[config.mk]
export PLATFORM = sky130hd
export DESIGN_NAME = port_clock_gating_run_sleep
export DESIGN_NICKNAME = d
export VERILOG_FILES = /design/src/rtl/port_clock_gating_run_sleep.v
export VERILOG_INCLUDE_DIRS = /design/src /design/src/rtl
export SDC_FILE = /design/constraint.sdc
export NUM_CORES = 1
export LEC_CHECK = 0
export ABC_AREA = 0
export BUFFER_PORTS_ARGS = -buffer_cell sky130_fd_sc_hd__buf_4
export CAP_MARGIN = 10
export CORE_ASPECT_RATIO = 1.1
export CORE_MARGIN = 8
export CORE_UTILIZATION = 46
export CTS_BUF_LIST = sky130_fd_sc_hd__clkbuf_8
export DETAILED_ROUTE_END_ITERATION = 7
export HOLD_SLACK_MARGIN = 0.06
export PLACE_DENSITY = 0.85
export SETUP_SLACK_MARGIN = 0.5
export SYNTH_ARGS = -nofsm -noshare
export SYNTH_HDL_FRONTEND = slang
export SYNTH_SLANG_ARGS = --single-unit
[constraint.sdc]
create_clock -name clk_i -period 3.25 [get_ports clk_i]
set_input_delay 0.1625 -clock clk_i [delete_from_list [all_inputs] [get_ports clk_i]]
set_output_delay 0.1625 -clock clk_i [all_outputs]
set_load 0.005 [all_outputs]
[src/rtl/port_clock_gating_regs.vh]
// Function
// - Selected gate bit one: port clock runs
// - Selected gate bit zero: port clock stopped
// - Access to gated port answers bus fault
// - Gating registers reset to all zeros
// - Run, sleep, deep-sleep registers per mode
// - Sleep registers apply only with auto gating
// - Bits 2,1,0 gate ports C, B, A
// - Bits 31:3 read-only, read as zero
// - Run register at offset 0x108
// - Sleep register at offset 0x118
// - Deep-sleep register at 0x128, same layout
`ifndef PORT_CLOCK_GATING_REGS_VH
`define PORT_CLOCK_GATING_REGS_VH

// ----------------------------------------------------------------
// Register offsets (byte addresses from the control base)
// ----------------------------------------------------------------
`define RUN_GATE_OFFSET 12'h108
`define SLEEP_GATE_OFFSET 12'h118
`define DEEP_GATE_OFFSET 12'h128
`define RUN_CLOCK_CFG_OFFSET 12'h060
`define IRQ_STATUS_OFFSET 12'h200
`define IRQ_MASK_OFFSET 12'h204
`define ADDR_WIDTH 12

// ----------------------------------------------------------------
// Fields and reset values
// ----------------------------------------------------------------
`define PORT_COUNT 3
`define GATE_RESET 3'h0
`define AUTO_GATING_BIT 27
`define CFG_RESET 1'h0
`define MODE_RUN 2'h0
`define MODE_SLEEP 2'h1
`define MODE_DEEP 2'h2
`define IRQ_WIDTH 2
`define IRQ_FAULT_BIT 0
`define IRQ_SLEEP_REJECT_BIT 1
`define IRQ_RESET 2'h0

`endif

[src/rtl/port_clock_gating_run_sleep.v]
`timescale 1ns/1ps
`include "port_clock_gating_regs.vh"

module port_clock_gating_run_sleep (
  input wire clk_i,
  input wire rst_i,
  // Wishbone classic slave
  input wire wb_cyc_i,
  input wire wb_stb_i,
  input wire wb_we_i,
  input wire [11:0] wb_adr_i,
  input wire [3:0] wb_sel_i,
  input wire [31:0] wb_dat_i,
  output reg [31:0] wb_dat_o,
  output reg wb_ack_o,
  output reg wb_err_o,
  // Power mode from the power controller
  input wire [1:0] power_mode_i,
  // Port access probes from the system bus: a request aimed at each port
  input wire [2:0] port_access_i,
  // Per-port clock enables and fault answers
  output reg [2:0] port_clock_enable_o,
  output reg [2:0] port_bus_fault_o,
  output reg irq_o
);

  // ----------------------------------------------------------------
  // Registers
  // ----------------------------------------------------------------
  reg [2:0] run_port_clock_gate_reg;
  reg [2:0] sleep_port_clock_gate_reg;
  reg [2:0] deep_sleep_port_clock_gate_reg;
  reg auto_gating_select_reg;
  reg [1:0] irq_status_reg;
  reg [1:0] irq_mask_reg;
  reg [2:0] gate_next;
  reg [31:0] rdata_next;
  reg hit_next;
  reg [1:0] irq_set;
  reg [1:0] irq_status_next;

  wire req = wb_cyc_i & wb_stb_i & ~wb_ack_o & ~wb_err_o;
  // Byte lane 0 carries the gate, mask and status fields; lane 3 the auto gating bit
  wire wr_any = req & wb_we_i;
  wire wr = wr_any & wb_sel_i[0];

  // ----------------------------------------------------------------
  // Gate selection
  // ----------------------------------------------------------------
  always @* begin
    gate_next = run_port_clock_gate_reg;
    if (auto_gating_select_reg) begin
      case (power_mode_i)
        `MODE_RUN: gate_next = run_port_clock_gate_reg;
        `MODE_SLEEP: gate_next = sleep_port_clock_gate_reg;
        `MODE_DEEP: gate_next = deep_sleep_port_clock_gate_reg;
        default: gate_next = run_port_clock_gate_reg;
      endcase
    end
  end

  // ----------------------------------------------------------------
  // Read decode
  // ----------------------------------------------------------------
  always @* begin
    rdata_next = 32'h0;
    hit_next = 1'b1;
    case (wb_adr_i)
      `RUN_GATE_OFFSET: rdata_next = {29'h0, run_port_clock_gate_reg};
      `SLEEP_GATE_OFFSET: rdata_next = {29'h0, sleep_port_clock_gate_reg};
      `DEEP_GATE_OFFSET: rdata_next = {29'h0, deep_sleep_port_clock_gate_reg};
      `RUN_CLOCK_CFG_OFFSET: rdata_next[`AUTO_GATING_BIT] = auto_gating_select_reg;
      `IRQ_STATUS_OFFSET: rdata_next = {30'h0, irq_status_reg};
      `IRQ_MASK_OFFSET: rdata_next = {30'h0, irq_mask_reg};
      default: hit_next = 1'b0;
    endcase
  end

  // Events: a port fault, and a sleep mode entered with its gates unused
  always @* begin
    irq_set = `IRQ_RESET;
    irq_set[`IRQ_FAULT_BIT] = |(port_access_i & ~port_clock_enable_o);
    irq_set[`IRQ_SLEEP_REJECT_BIT] = ~auto_gating_select_reg &
      (power_mode_i != `MODE_RUN);
    irq_status_next = irq_status_reg;
    if (wr && wb_adr_i == `IRQ_STATUS_OFFSET) begin
      irq_status_next = irq_status_reg & ~wb_dat_i[1:0];
    end
    // Set wins over a clear in the same cycle
    irq_status_next = irq_status_next | irq_set;
  end

  // ----------------------------------------------------------------
  // Sequential
  // ----------------------------------------------------------------
  always @(posedge clk_i) begin
    if (rst_i) begin
      run_port_clock_gate_reg <= `GATE_RESET;
      sleep_port_clock_gate_reg <= `GATE_RESET;
      deep_sleep_port_clock_gate_reg <= `GATE_RESET;
      auto_gating_select_reg <= `CFG_RESET;
      irq_status_reg <= `IRQ_RESET;
      irq_mask_reg <= `IRQ_RESET;
      wb_ack_o <= 1'b0;
      wb_err_o <= 1'b0;
      wb_dat_o <= 32'h0;
      port_clock_enable_o <= `GATE_RESET;
      port_bus_fault_o <= `GATE_RESET;
      irq_o <= 1'b0;
    end else begin
      if (wr) begin
        case (wb_adr_i)
          `RUN_GATE_OFFSET: run_port_clock_gate_reg <= wb_dat_i[2:0];
          `SLEEP_GATE_OFFSET: sleep_port_clock_gate_reg <= wb_dat_i[2:0];
          `DEEP_GATE_OFFSET: deep_sleep_port_clock_gate_reg <= wb_dat_i[2:0];
          `IRQ_MASK_OFFSET: irq_mask_reg <= wb_dat_i[1:0];
          default: ;
        endcase
      end
      if (wr_any && wb_adr_i == `RUN_CLOCK_CFG_OFFSET && wb_sel_i[3]) begin
        auto_gating_select_reg <= wb_dat_i[`AUTO_GATING_BIT];
      end
      // One-cycle answer; unmapped addresses get an error
      wb_ack_o <= req & hit_next;
      wb_err_o <= req & ~hit_next;
      wb_dat_o <= (req & ~wb_we_i & hit_next) ? rdata_next : 32'h0;
      port_clock_enable_o <= gate_next;
      // Faults judged against the enables actually driven this cycle
      port_bus_fault_o <= port_access_i & ~port_clock_enable_o;
      irq_status_reg <= irq_status_next;
      irq_o <= |(irq_status_next & irq_mask_reg);
    end
  end

endmodule // port_clock_gating_run_sleep

After elaboration in Yosys (flattened, before gate mapping). Cells that the tools add are included.

Register bits: 55. Output and inout port bits: 41. Logic and storage cells: 63.

Equal/unequal tests: 8. Muxes and demuxes: 5. Bitwise operators: 23. Reductions and logical operators: 13.

Operator list (count): $eq A12 B9 Y1 const B (3); $eq A12 B10 Y1 const B (2); $pmux W3 S5 (1); $eq A12 B7 Y1 const B (1); $and A1 B1 Y1 (10); $reduce_and A2 Y1 (4); $not A1 Y1 (7); $pmux W3 S2 (1); $reduce_or A3 Y1 (2); $reduce_or A6 Y1 (1); $and A2 B2 Y2 (2); $reduce_or A2 Y1 (2); $and A3 B3 Y3 (1); $logic_and A1 B1 Y1 (3); $mux W3 (1); $not A3 Y3 (1); $eq A2 B1 Y1 const B (1); $eq A2 B2 Y1 const B (1); $mux W2 (1); $not A2 Y2 (1); $or A2 B2 Y2 (1); $reduce_bool A2 Y1 (1); $mux W1 (1).

Longest topological paths before layout. Gate-level depths: netlist (run 1).

Word-level depth: 10. Depth in mapped cells: 6. Depth with buffers taken out: 6.

Worst setup path after synthesis (run 1). No wires, ideal clock.

Kind: input port to flip-flop. Start point: input port wb_adr_i[1]. End point: register irq_mask_reg[0]. Arrival time: 1.451 ns. Required time: 3.178 ns. Setup slack: 1.728 ns. Cell stages on the path: 4. Buffers on the path: 0. Cells stage by stage: or4_4 -> and4bb_2 -> and3_2 -> mux2i_1.

Longest elaborated chain between the ends: 2.

Ends and longest elaborated chain: from (decl) (RTL line port_clock_gating_run_sleep.v:11) `input wire [11:0] wb_adr_i,`; $eq A12 B10 Y1 (RTL line port_clock_gating_run_sleep.v:112) `case (wb_adr_i)`; $reduce_and A2 Y1 (no line); to (signal assigned) (RTL line port_clock_gating_run_sleep.v:103) `` irq_mask_reg <= `IRQ_RESET; ``; to (signal assigned) (RTL line port_clock_gating_run_sleep.v:116) `` `IRQ_MASK_OFFSET: irq_mask_reg <= wb_dat_i[1:0]; ``; to (decl) (RTL line port_clock_gating_run_sleep.v:35) `reg [1:0] irq_mask_reg;`.

Every way passes these cells. A chain may end at the register's enable or synchronous reset.

Final worst setup path (run 1).
Start point: register wb_ack_o. End point: register deep_sleep_port_clock_gate_reg[0].

Longest elaborated chain between the ends: 6.

Ends and longest elaborated chain: from (decl) (RTL line port_clock_gating_run_sleep.v:15) `output reg wb_ack_o,`; from (signal assigned) (RTL line port_clock_gating_run_sleep.v:124) `wb_ack_o <= req & hit_next;`; $not A1 Y1 (RTL line port_clock_gating_run_sleep.v:42) `wire req = wb_cyc_i & wb_stb_i & ~wb_ack_o & ~wb_err_o;`; $and A1 B1 Y1 (2 in series) (RTL line port_clock_gating_run_sleep.v:42); $and A1 B1 Y1 (RTL line port_clock_gating_run_sleep.v:44) `wire wr_any = req & wb_we_i;`; $and A1 B1 Y1 (RTL line port_clock_gating_run_sleep.v:45) `wire wr = wr_any & wb_sel_i[0];`; $reduce_and A2 Y1 (no line); to (signal assigned) (RTL line port_clock_gating_run_sleep.v:100) `` deep_sleep_port_clock_gate_reg <= `GATE_RESET; ``; to (signal assigned) (RTL line port_clock_gating_run_sleep.v:115) `` `DEEP_GATE_OFFSET: deep_sleep_port_clock_gate_reg <= wb_dat_i[2:0]; ``; to (decl) (RTL line port_clock_gating_run_sleep.v:32) `reg [2:0] deep_sleep_port_clock_gate_reg;`.

Every way passes these cells.

==> results.py, run 1 <==
metrics = {
    "sta": {
        "fmax_ghz": 0.567,
        "final_setup_tns_ps": 0,
        "post-route-min-period_ps": 1770,
        "timing_max_transition_violations_final": 0,
        "final.setup_skew_ps": 5.21,
        "finalCritPeriodShare_pct": 54.3,
        "timing_worst_slew_pin_value_ps": 592,
        "max-slew-margin-rel_pct": 60.5,
        "whs_ps": 69.4,
        "grt_setup_unrepaired": "false",
        "setup_viol_count_final": 0,
        "hold_viol_final": 0,
    },
    "route": {
        "post-route-drc-count": 0,
        "via_count": 1206,
        "drt.antenna.violating_nets": 0,
        "route.detailed.wl_per_inst_um": 14.0,
        "route.detailed.vias_per_inst": 5.09,
        "drt_iter0_drc": 76,
        "detailedRoute.firstPassIterationCount": 4,
        "route.final.wire_length_um": 3330,
    },
    "setup_path": {
        "start_kind": "flop",
        "critical_path.endpoint": "deep_sleep_port_clock_gate_reg[0]",
        "setup_crit_path_kind": "flop to flop",
        "data_required_time_of_the_critical_path_ps": 3410,
        "worstRegToRegCells": 4,
        "crit-reg2reg-launch": "wb_ack_o",
        "peak_fanout_along_the_critical_path": 6,
        "worst_setup_path_startpoint": "wb_ack_o",
        "endpoint_kind": "flop",
        "timing.rr.end": "deep_sleep_port_clock_gate_reg[0]",
        "internal_reg_to_reg_setup_slack_ps": 1480,
        "worst_ep_arrival_time_ps": 1920,
    },
    "pwr": {
        "clock_power_share_pct": 31.0,
        "fraction_of_power_consumed_by_combinational_cells_pct": 12.8,
        "power_density_nw_per_um2": 341,
        "sw_frac_of_total_pct": 23.9,
        "vdd_drop_max_uv": 177,
        "net-switching-power_uw": 143,
        "internal_power_uw": 455,
        "power_frac_seq_pct": 56.2,
        "leakage_uw": 0.000817,
    },
    "final_layout": {
        "drive_gt1_share_pct": 25.6,
        "number_of_flip_flops_in_the_largest_register": 4,
        "antennaDiodeCount": 0,
        "layout.nets": 265,
        "top_register": "wb_dat_o",
        "synthToLayoutAreaGrowth_pct": 17.3,
    },
    "clock_network": {
        "cts_post_setup_buffers_inserted": 0,
        "clock_path_buffers": 2,
        "cts_resized": 0,
        "number_of_sinks_handled_by_clock_tree_synthesis": 27,
        "cts.root.buffer_cell": "clkbuf_8",
        "cts-htree-levels": 1,
        "worstSkewPairLatency_ps": 270,
        "cts.hold.buffers_added": 0,
        "cts_buffers": 3,
        "tritoncts": "done",
        "cts.reportedPaths.clkPinSlew_ps": 90,
    },
    "die": {
        "design.die.area_sq_um": 5340,
        "io_pins": 99,
        "dieHeight_um": 75.8,
        "floorplan.rows": 21,
        "die_width_um": 70.4,
        "initial_core_util_pct": 48.7,
        "placeableCoreArea_sq_um": 3070,
    },
    "grt": {
        "grt_first_pass_wirelength_um": 5310,
        "grt.total_usage_pct": 11.9,
        "grt_remaining_overflow": 0,
        "grt_antenna_before_repair": 0,
        "grt_max_degree": 23,
        "first_global_vias": 1229,
    },
    "synthesis": {
        "synth_enable_flop_cells": 0,
        "synthesis.area_per_instance_sq_um": 9.08,
        "synth_sequential_area_ratio_pct": 36.1,
        "flip_flop_cell_with_the_highest_count_after_synthesis": "dfxtp_1",
        "most_frequent_cells_after_synthesis": "buf_4, dfxtp_1, nand2_1, mux2i_1, nor2_1",
        "post-synth-top-area-cell": "dfxtp_1",
        "postSynthRegisterBits": 27,
        "synth.most_common_cell": "buf_4",
        "synth.area.top_cells": "dfxtp_1, buf_4, mux2i_1",
        "yosysWarningCount": 0,
        "synth_area_sq_um": 1500,
        "yosys.cell_types.count": 38,
        "netlist_instances": 165,
        "synthDominantCellAreaShare_pct": 36.1,
        "async_reset_ff_share_pct": 0,
    },
    "place": {
        "buffer_ports.inserted": 40,
        "routabilityCongestion": 0.830,
        "hpwl_um": 2720,
    },
    "job": {
        "drv.max_cap_violation_count": 0,
    },
    "status": {
        "status": "finished, final reports clean",
    },
    "hold_path": {
        "timing.hold.worst_path_depth": 2,
        "min_path_type": "input port to flop",
    },
}
[cell usage in the layout (no fill, tap or decap), drive strengths merged, types with 5 or more instances in the layout]
cell type   n
dfxtp      27
mux2i      14
conb       28
inv         6
buf        40
nor2        8
nand2      18
nand3       5
a22oi       5
nor2b       5
[worst min-delay path by stage]
stage | startpoint | endpoint
2_1_floorplan | wb_we_i | wb_dat_o[0]
3_3_place_gp | rst_i | port_clock_enable_o[1]
3_5_place_dp | rst_i | port_clock_enable_o[1]
4_1_cts | rst_i | port_clock_enable_o[1]
5_1_grt | rst_i | port_clock_enable_o[1]
6_report | rst_i | port_clock_enable_o[0]
[stage by stage]
stage	utilization, %	cells	power, uW	setup WS (ps)	area (sq um)
final	57.1	237	599	1480	1760
after floorplan	-	192	404	1730	1600
after global routing	57.1	237	624	1360	1760
after detailed placement	55.7	233	419	1510	1710
after CTS	57.1	237	600	1480	1760
after global placement	55.7	233	418	1550	1710
[critical path, stage by stage, from the launching register on]
cell,delay [ps]
dfxtp_1,320
nor4bb_1,490
and3_1,400
nand3_1,270
mux2i_1,170
[cell type report]
cell class              instances  area, sq um
well taps                      34         42.5
inverters                       5         18.8
repair buffers                 40          300
clock buffers                   3         41.3
clock inverters                 1         3.75
multi-input cells             127          810
flip-flops and latches         27          541
fillers                       278         1320
[power groups by stage]
stage	Combinational [uW]	Clock, uW	Sequential (uW)
2_1_floorplan	60.2	0	344
3_3_place_gp	74.0	0	344
3_5_place_dp	75.3	0	344
4_1_cts	75.3	188	336
5_1_grt	86.6	201	337
6_report	76.7	186	336
[metal layers]
layer / track usage [%] / share of wire, % / vias up
li1: - / - / 592
met1: 12.5 / 39 / 565
met2: 22.5 / 53 / 43
met3: 4.04 / 6.9 / 6
met4: 2.68 / 0.84 / 0
met5: 0 / 0 / -
[logic make-up (layout without fill, tap and decap cells)]
kind of cell | after synthesis | in the layout | share of synthesized area [%]
mux | 16 | 16 | 10.9
buf+inv | 38 | 49 | 16.6
simple gates | 59 | 59 | 21.6
other cells | 1 | 28 | 0.250
flops | 27 | 27 | 36.1
compound gates | 21 | 21 | 12.1
fa+ha+maj | 3 | 3 | 2.51
Power figures use the tool's default switching activity.
==> inputs of run 2 (changes only) <==
--- a/config.mk
+++ b/config.mk
@@ -11,11 +11,11 @@
 export CAP_MARGIN = 10
 export CORE_ASPECT_RATIO = 1.1
 export CORE_MARGIN = 8
-export CORE_UTILIZATION = 46
+export CORE_UTILIZATION = 39
 export CTS_BUF_LIST = sky130_fd_sc_hd__clkbuf_8
 export DETAILED_ROUTE_END_ITERATION = 7
 export HOLD_SLACK_MARGIN = 0.06
-export PLACE_DENSITY = 0.85
+export PLACE_DENSITY = 0.76
 export SETUP_SLACK_MARGIN = 0.5
 export SYNTH_ARGS = -nofsm -noshare
 export SYNTH_HDL_FRONTEND = slang
==> constraint.sdc (replaced) <==
create_clock -name clk_i -period 1.5 [get_ports clk_i]
set_input_delay 0.075 -clock clk_i [delete_from_list [all_inputs] [get_ports clk_i]]
set_output_delay 0.075 -clock clk_i [all_outputs]
set_load 0.005 [all_outputs]
==> results.py, run 2 (synthesis results as in run 1) <==
metrics = {
    "final_layout": {
        "layout.cells.most_common": "buf_4",
        "drive_gt1_share_pct": 34.1,
        "top_register": "wb_dat_o",
        "commonest_non_fill_non_tap_cells_in_the_layout": "buf_4, conb_1, dfxtp_1",
        "antennaDiodeCount": 0,
        "final.fill_count": 337,
        "synthToLayoutAreaGrowth_pct": 30.7,
        "number_of_flip_flops_in_the_largest_register": 4,
        "layout.nets": 276,
    },
    "pwr": {
        "power_density_nw_per_um2": 687,
        "power.total_uw": 1350,
        "vdd_drop_max_uv": 304,
        "leakage_uw": 0.000872,
    },
    "sta": {
        "finalCritPeriodShare_pct": 93.1,
        "timing_max_transition_violations_final": 0,
        "fmax_ghz": 0.716,
        "post-route-min-period_ps": 1400,
        "grt_setup_unrepaired": "true",
        "final.setup_skew_ps": 6.20,
        "whs_ps": 109,
        "setup_viol_count_final": 0,
        "hold_viol_final": 0,
    },
    "route": {
        "drt_iter0_drc": 101,
        "wl_met3_um": 224,
        "route.detailed.wl_per_inst_um": 13.6,
        "wl_met1_um": 1440,
        "route.final.wire_length_um": 3590,
        "post-route-drc-count": 0,
        "topRoutingLayerUsed": "met4",
        "wl_met2_um": 1910,
        "route.detailed.vias_per_inst": 4.70,
        "detailedRoute.firstPassIterationCount": 4,
        "drt.antenna.violating_nets": 0,
        "via_count": 1242,
    },
    "setup_path": {
        "setup_crit_path_kind": "flop to flop",
        "data_required_time_of_the_critical_path_ps": 1710,
        "peak_fanout_along_the_critical_path": 3,
        "critical-path-top-delay-family": "simple AND/OR/NAND/NOR gates",
        "crit-reg2reg-launch": "wb_ack_o",
        "cp_slowest_cell": "dfxtp_2",
        "endpoint_kind": "flop",
        "timing.rr.end": "irq_mask_reg[1]",
        "buffers_plus_inverters_on_the_worst_setup_path": 1,
        "worst_ep_arrival_time_ps": 1600,
        "worst_setup_path_startpoint": "wb_ack_o",
        "critical_path.most_common_cell": "and3_4",
        "slowest_delay_ps": 340,
        "internal_reg_to_reg_setup_slack_ps": 100,
        "worstRegToRegCells": 5,
        "start_kind": "flop",
        "crit_path_cell_trace": "nor4bb_4 -> and3_4 -> buf_6 -> and3_4 -> mux2i_1",
    },
    "die": {
        "dieHeight_um": 81.0,
        "placeableCoreArea_sq_um": 3650,
        "design.die.area_sq_um": 6080,
        "io_pins": 99,
        "floorplan.rows": 23,
        "die_width_um": 75.1,
        "initial_core_util_pct": 41.0,
    },
    "place": {
        "hpwl_um": 2880,
        "buffer_ports.inserted": 40,
        "routabilityCongestion": 0.758,
    },
    "hold_path": {
        "holdCritStartpoint": "wb_sel_i[3]",
        "hold-path-endpoint": "auto_gating_select_reg",
        "min_path_type": "input port to flop",
        "timing.hold.worst_path_depth": 3,
    },
    "clock_network": {
        "number_of_sinks_handled_by_clock_tree_synthesis": 27,
        "clock_path_buffers": 2,
        "cts.root.buffer_cell": "clkbuf_8",
        "cts_buffers": 3,
        "worstSkewPairLatency_ps": 270,
        "tritoncts": "done",
        "cts.reportedPaths.clkPinSlew_ps": 90,
        "cts_post_setup_buffers_inserted": 0,
        "cts-htree-levels": 1,
    },
    "grt": {
        "grt_max_degree": 17,
        "grt_first_pass_wirelength_um": 5450,
        "grt.total_usage_pct": 11.4,
        "first_global_vias": 1273,
        "grt_antenna_before_repair": 0,
        "grt_remaining_overflow": 0,
    },
    "status": {
        "status": "finished, final reports clean",
    },
    "job": {
        "drv.max_cap_violation_count": 0,
    },
}
[run 2: changes by cell type in the layout (fill, tap and decap cells not counted), moves of 2 or more]
cell           before  now
dfxtp_1            27   24
and3_4              0    2
dlygate4sd3_1       0    3
dfxtp_2             0    3
nand3_4             0    3
nand3_1             5    2
buf_4              40   47
[run 2: how the worst max path moves through the flow]
stage                            endpoint  slack [ps]  cells after the start
after CTS                 irq_mask_reg[1]         100                      5
final                     irq_mask_reg[1]         100                      5
after floorplan           irq_mask_reg[0]          90                      4
after global routing      irq_mask_reg[0]          20                      5
after global placement    irq_mask_reg[1]         -70                      5
after detailed placement  irq_mask_reg[0]        -100                      5
[run 2: tightest hold or removal path: stages]
cell and delay [ps]:
buf_4 110, nand3_1 90, o41ai_1 70
[run 2: final cells by class]
| type | instances | area [sq um] | area share (%) |
|---|---|---|---|
| Clock buffer | 3 | 41.3 | 2.11 |
| Clock inverter | 1 | 7.51 | 0.383 |
| Inverter | 5 | 18.8 | 0.958 |
| Multi-Input combinational cell | 127 | 890 | 45.4 |
| Sequential cell | 27 | 544 | 27.8 |
| Tap cell | 50 | 62.6 | 3.19 |
| Timing Repair Buffer | 51 | 394 | 20.1 |
[run 2: power breakdown]
part | total [uW] | leakage, uW | switching (uW) | internal (uW)
Combinational | 195 | 0.000630 | 98.4 | 96.4
Sequential | 729 | 0.000221 | 3.95 | 725
Clock | 421 | 0.0000217 | 233 | 188
Total | 1350 | 0.000872 | 335 | 1010
[run 2: repair_timing]
item,CTS,global route
hold buffers,2,1
resized for setup,9,5
endpoints found under the setup margin,21,24
hold endpoints to repair,6,3
pin swaps,3,0
[run 2: through the flow]
stage	setup slack (ps)	instances	setup TNS, ps	util (%)	instance area (sq um)
floorplan	89.2	192	0	-	1640
global placement	-75.0	257	-268	50.0	1830
detailed placement	-102	257	-352	50.0	1830
CTS	102	263	0	53.0	1940
global route	24.7	264	0	53.6	1960
finish	104	264	0	53.6	1960
[run 2: metal layers]
layer	track usage (%)	vias up
met2	20.2	46
met4	3.92	0
li1	-	616
met5	0	-
met1	13.0	578
met3	2.22	2
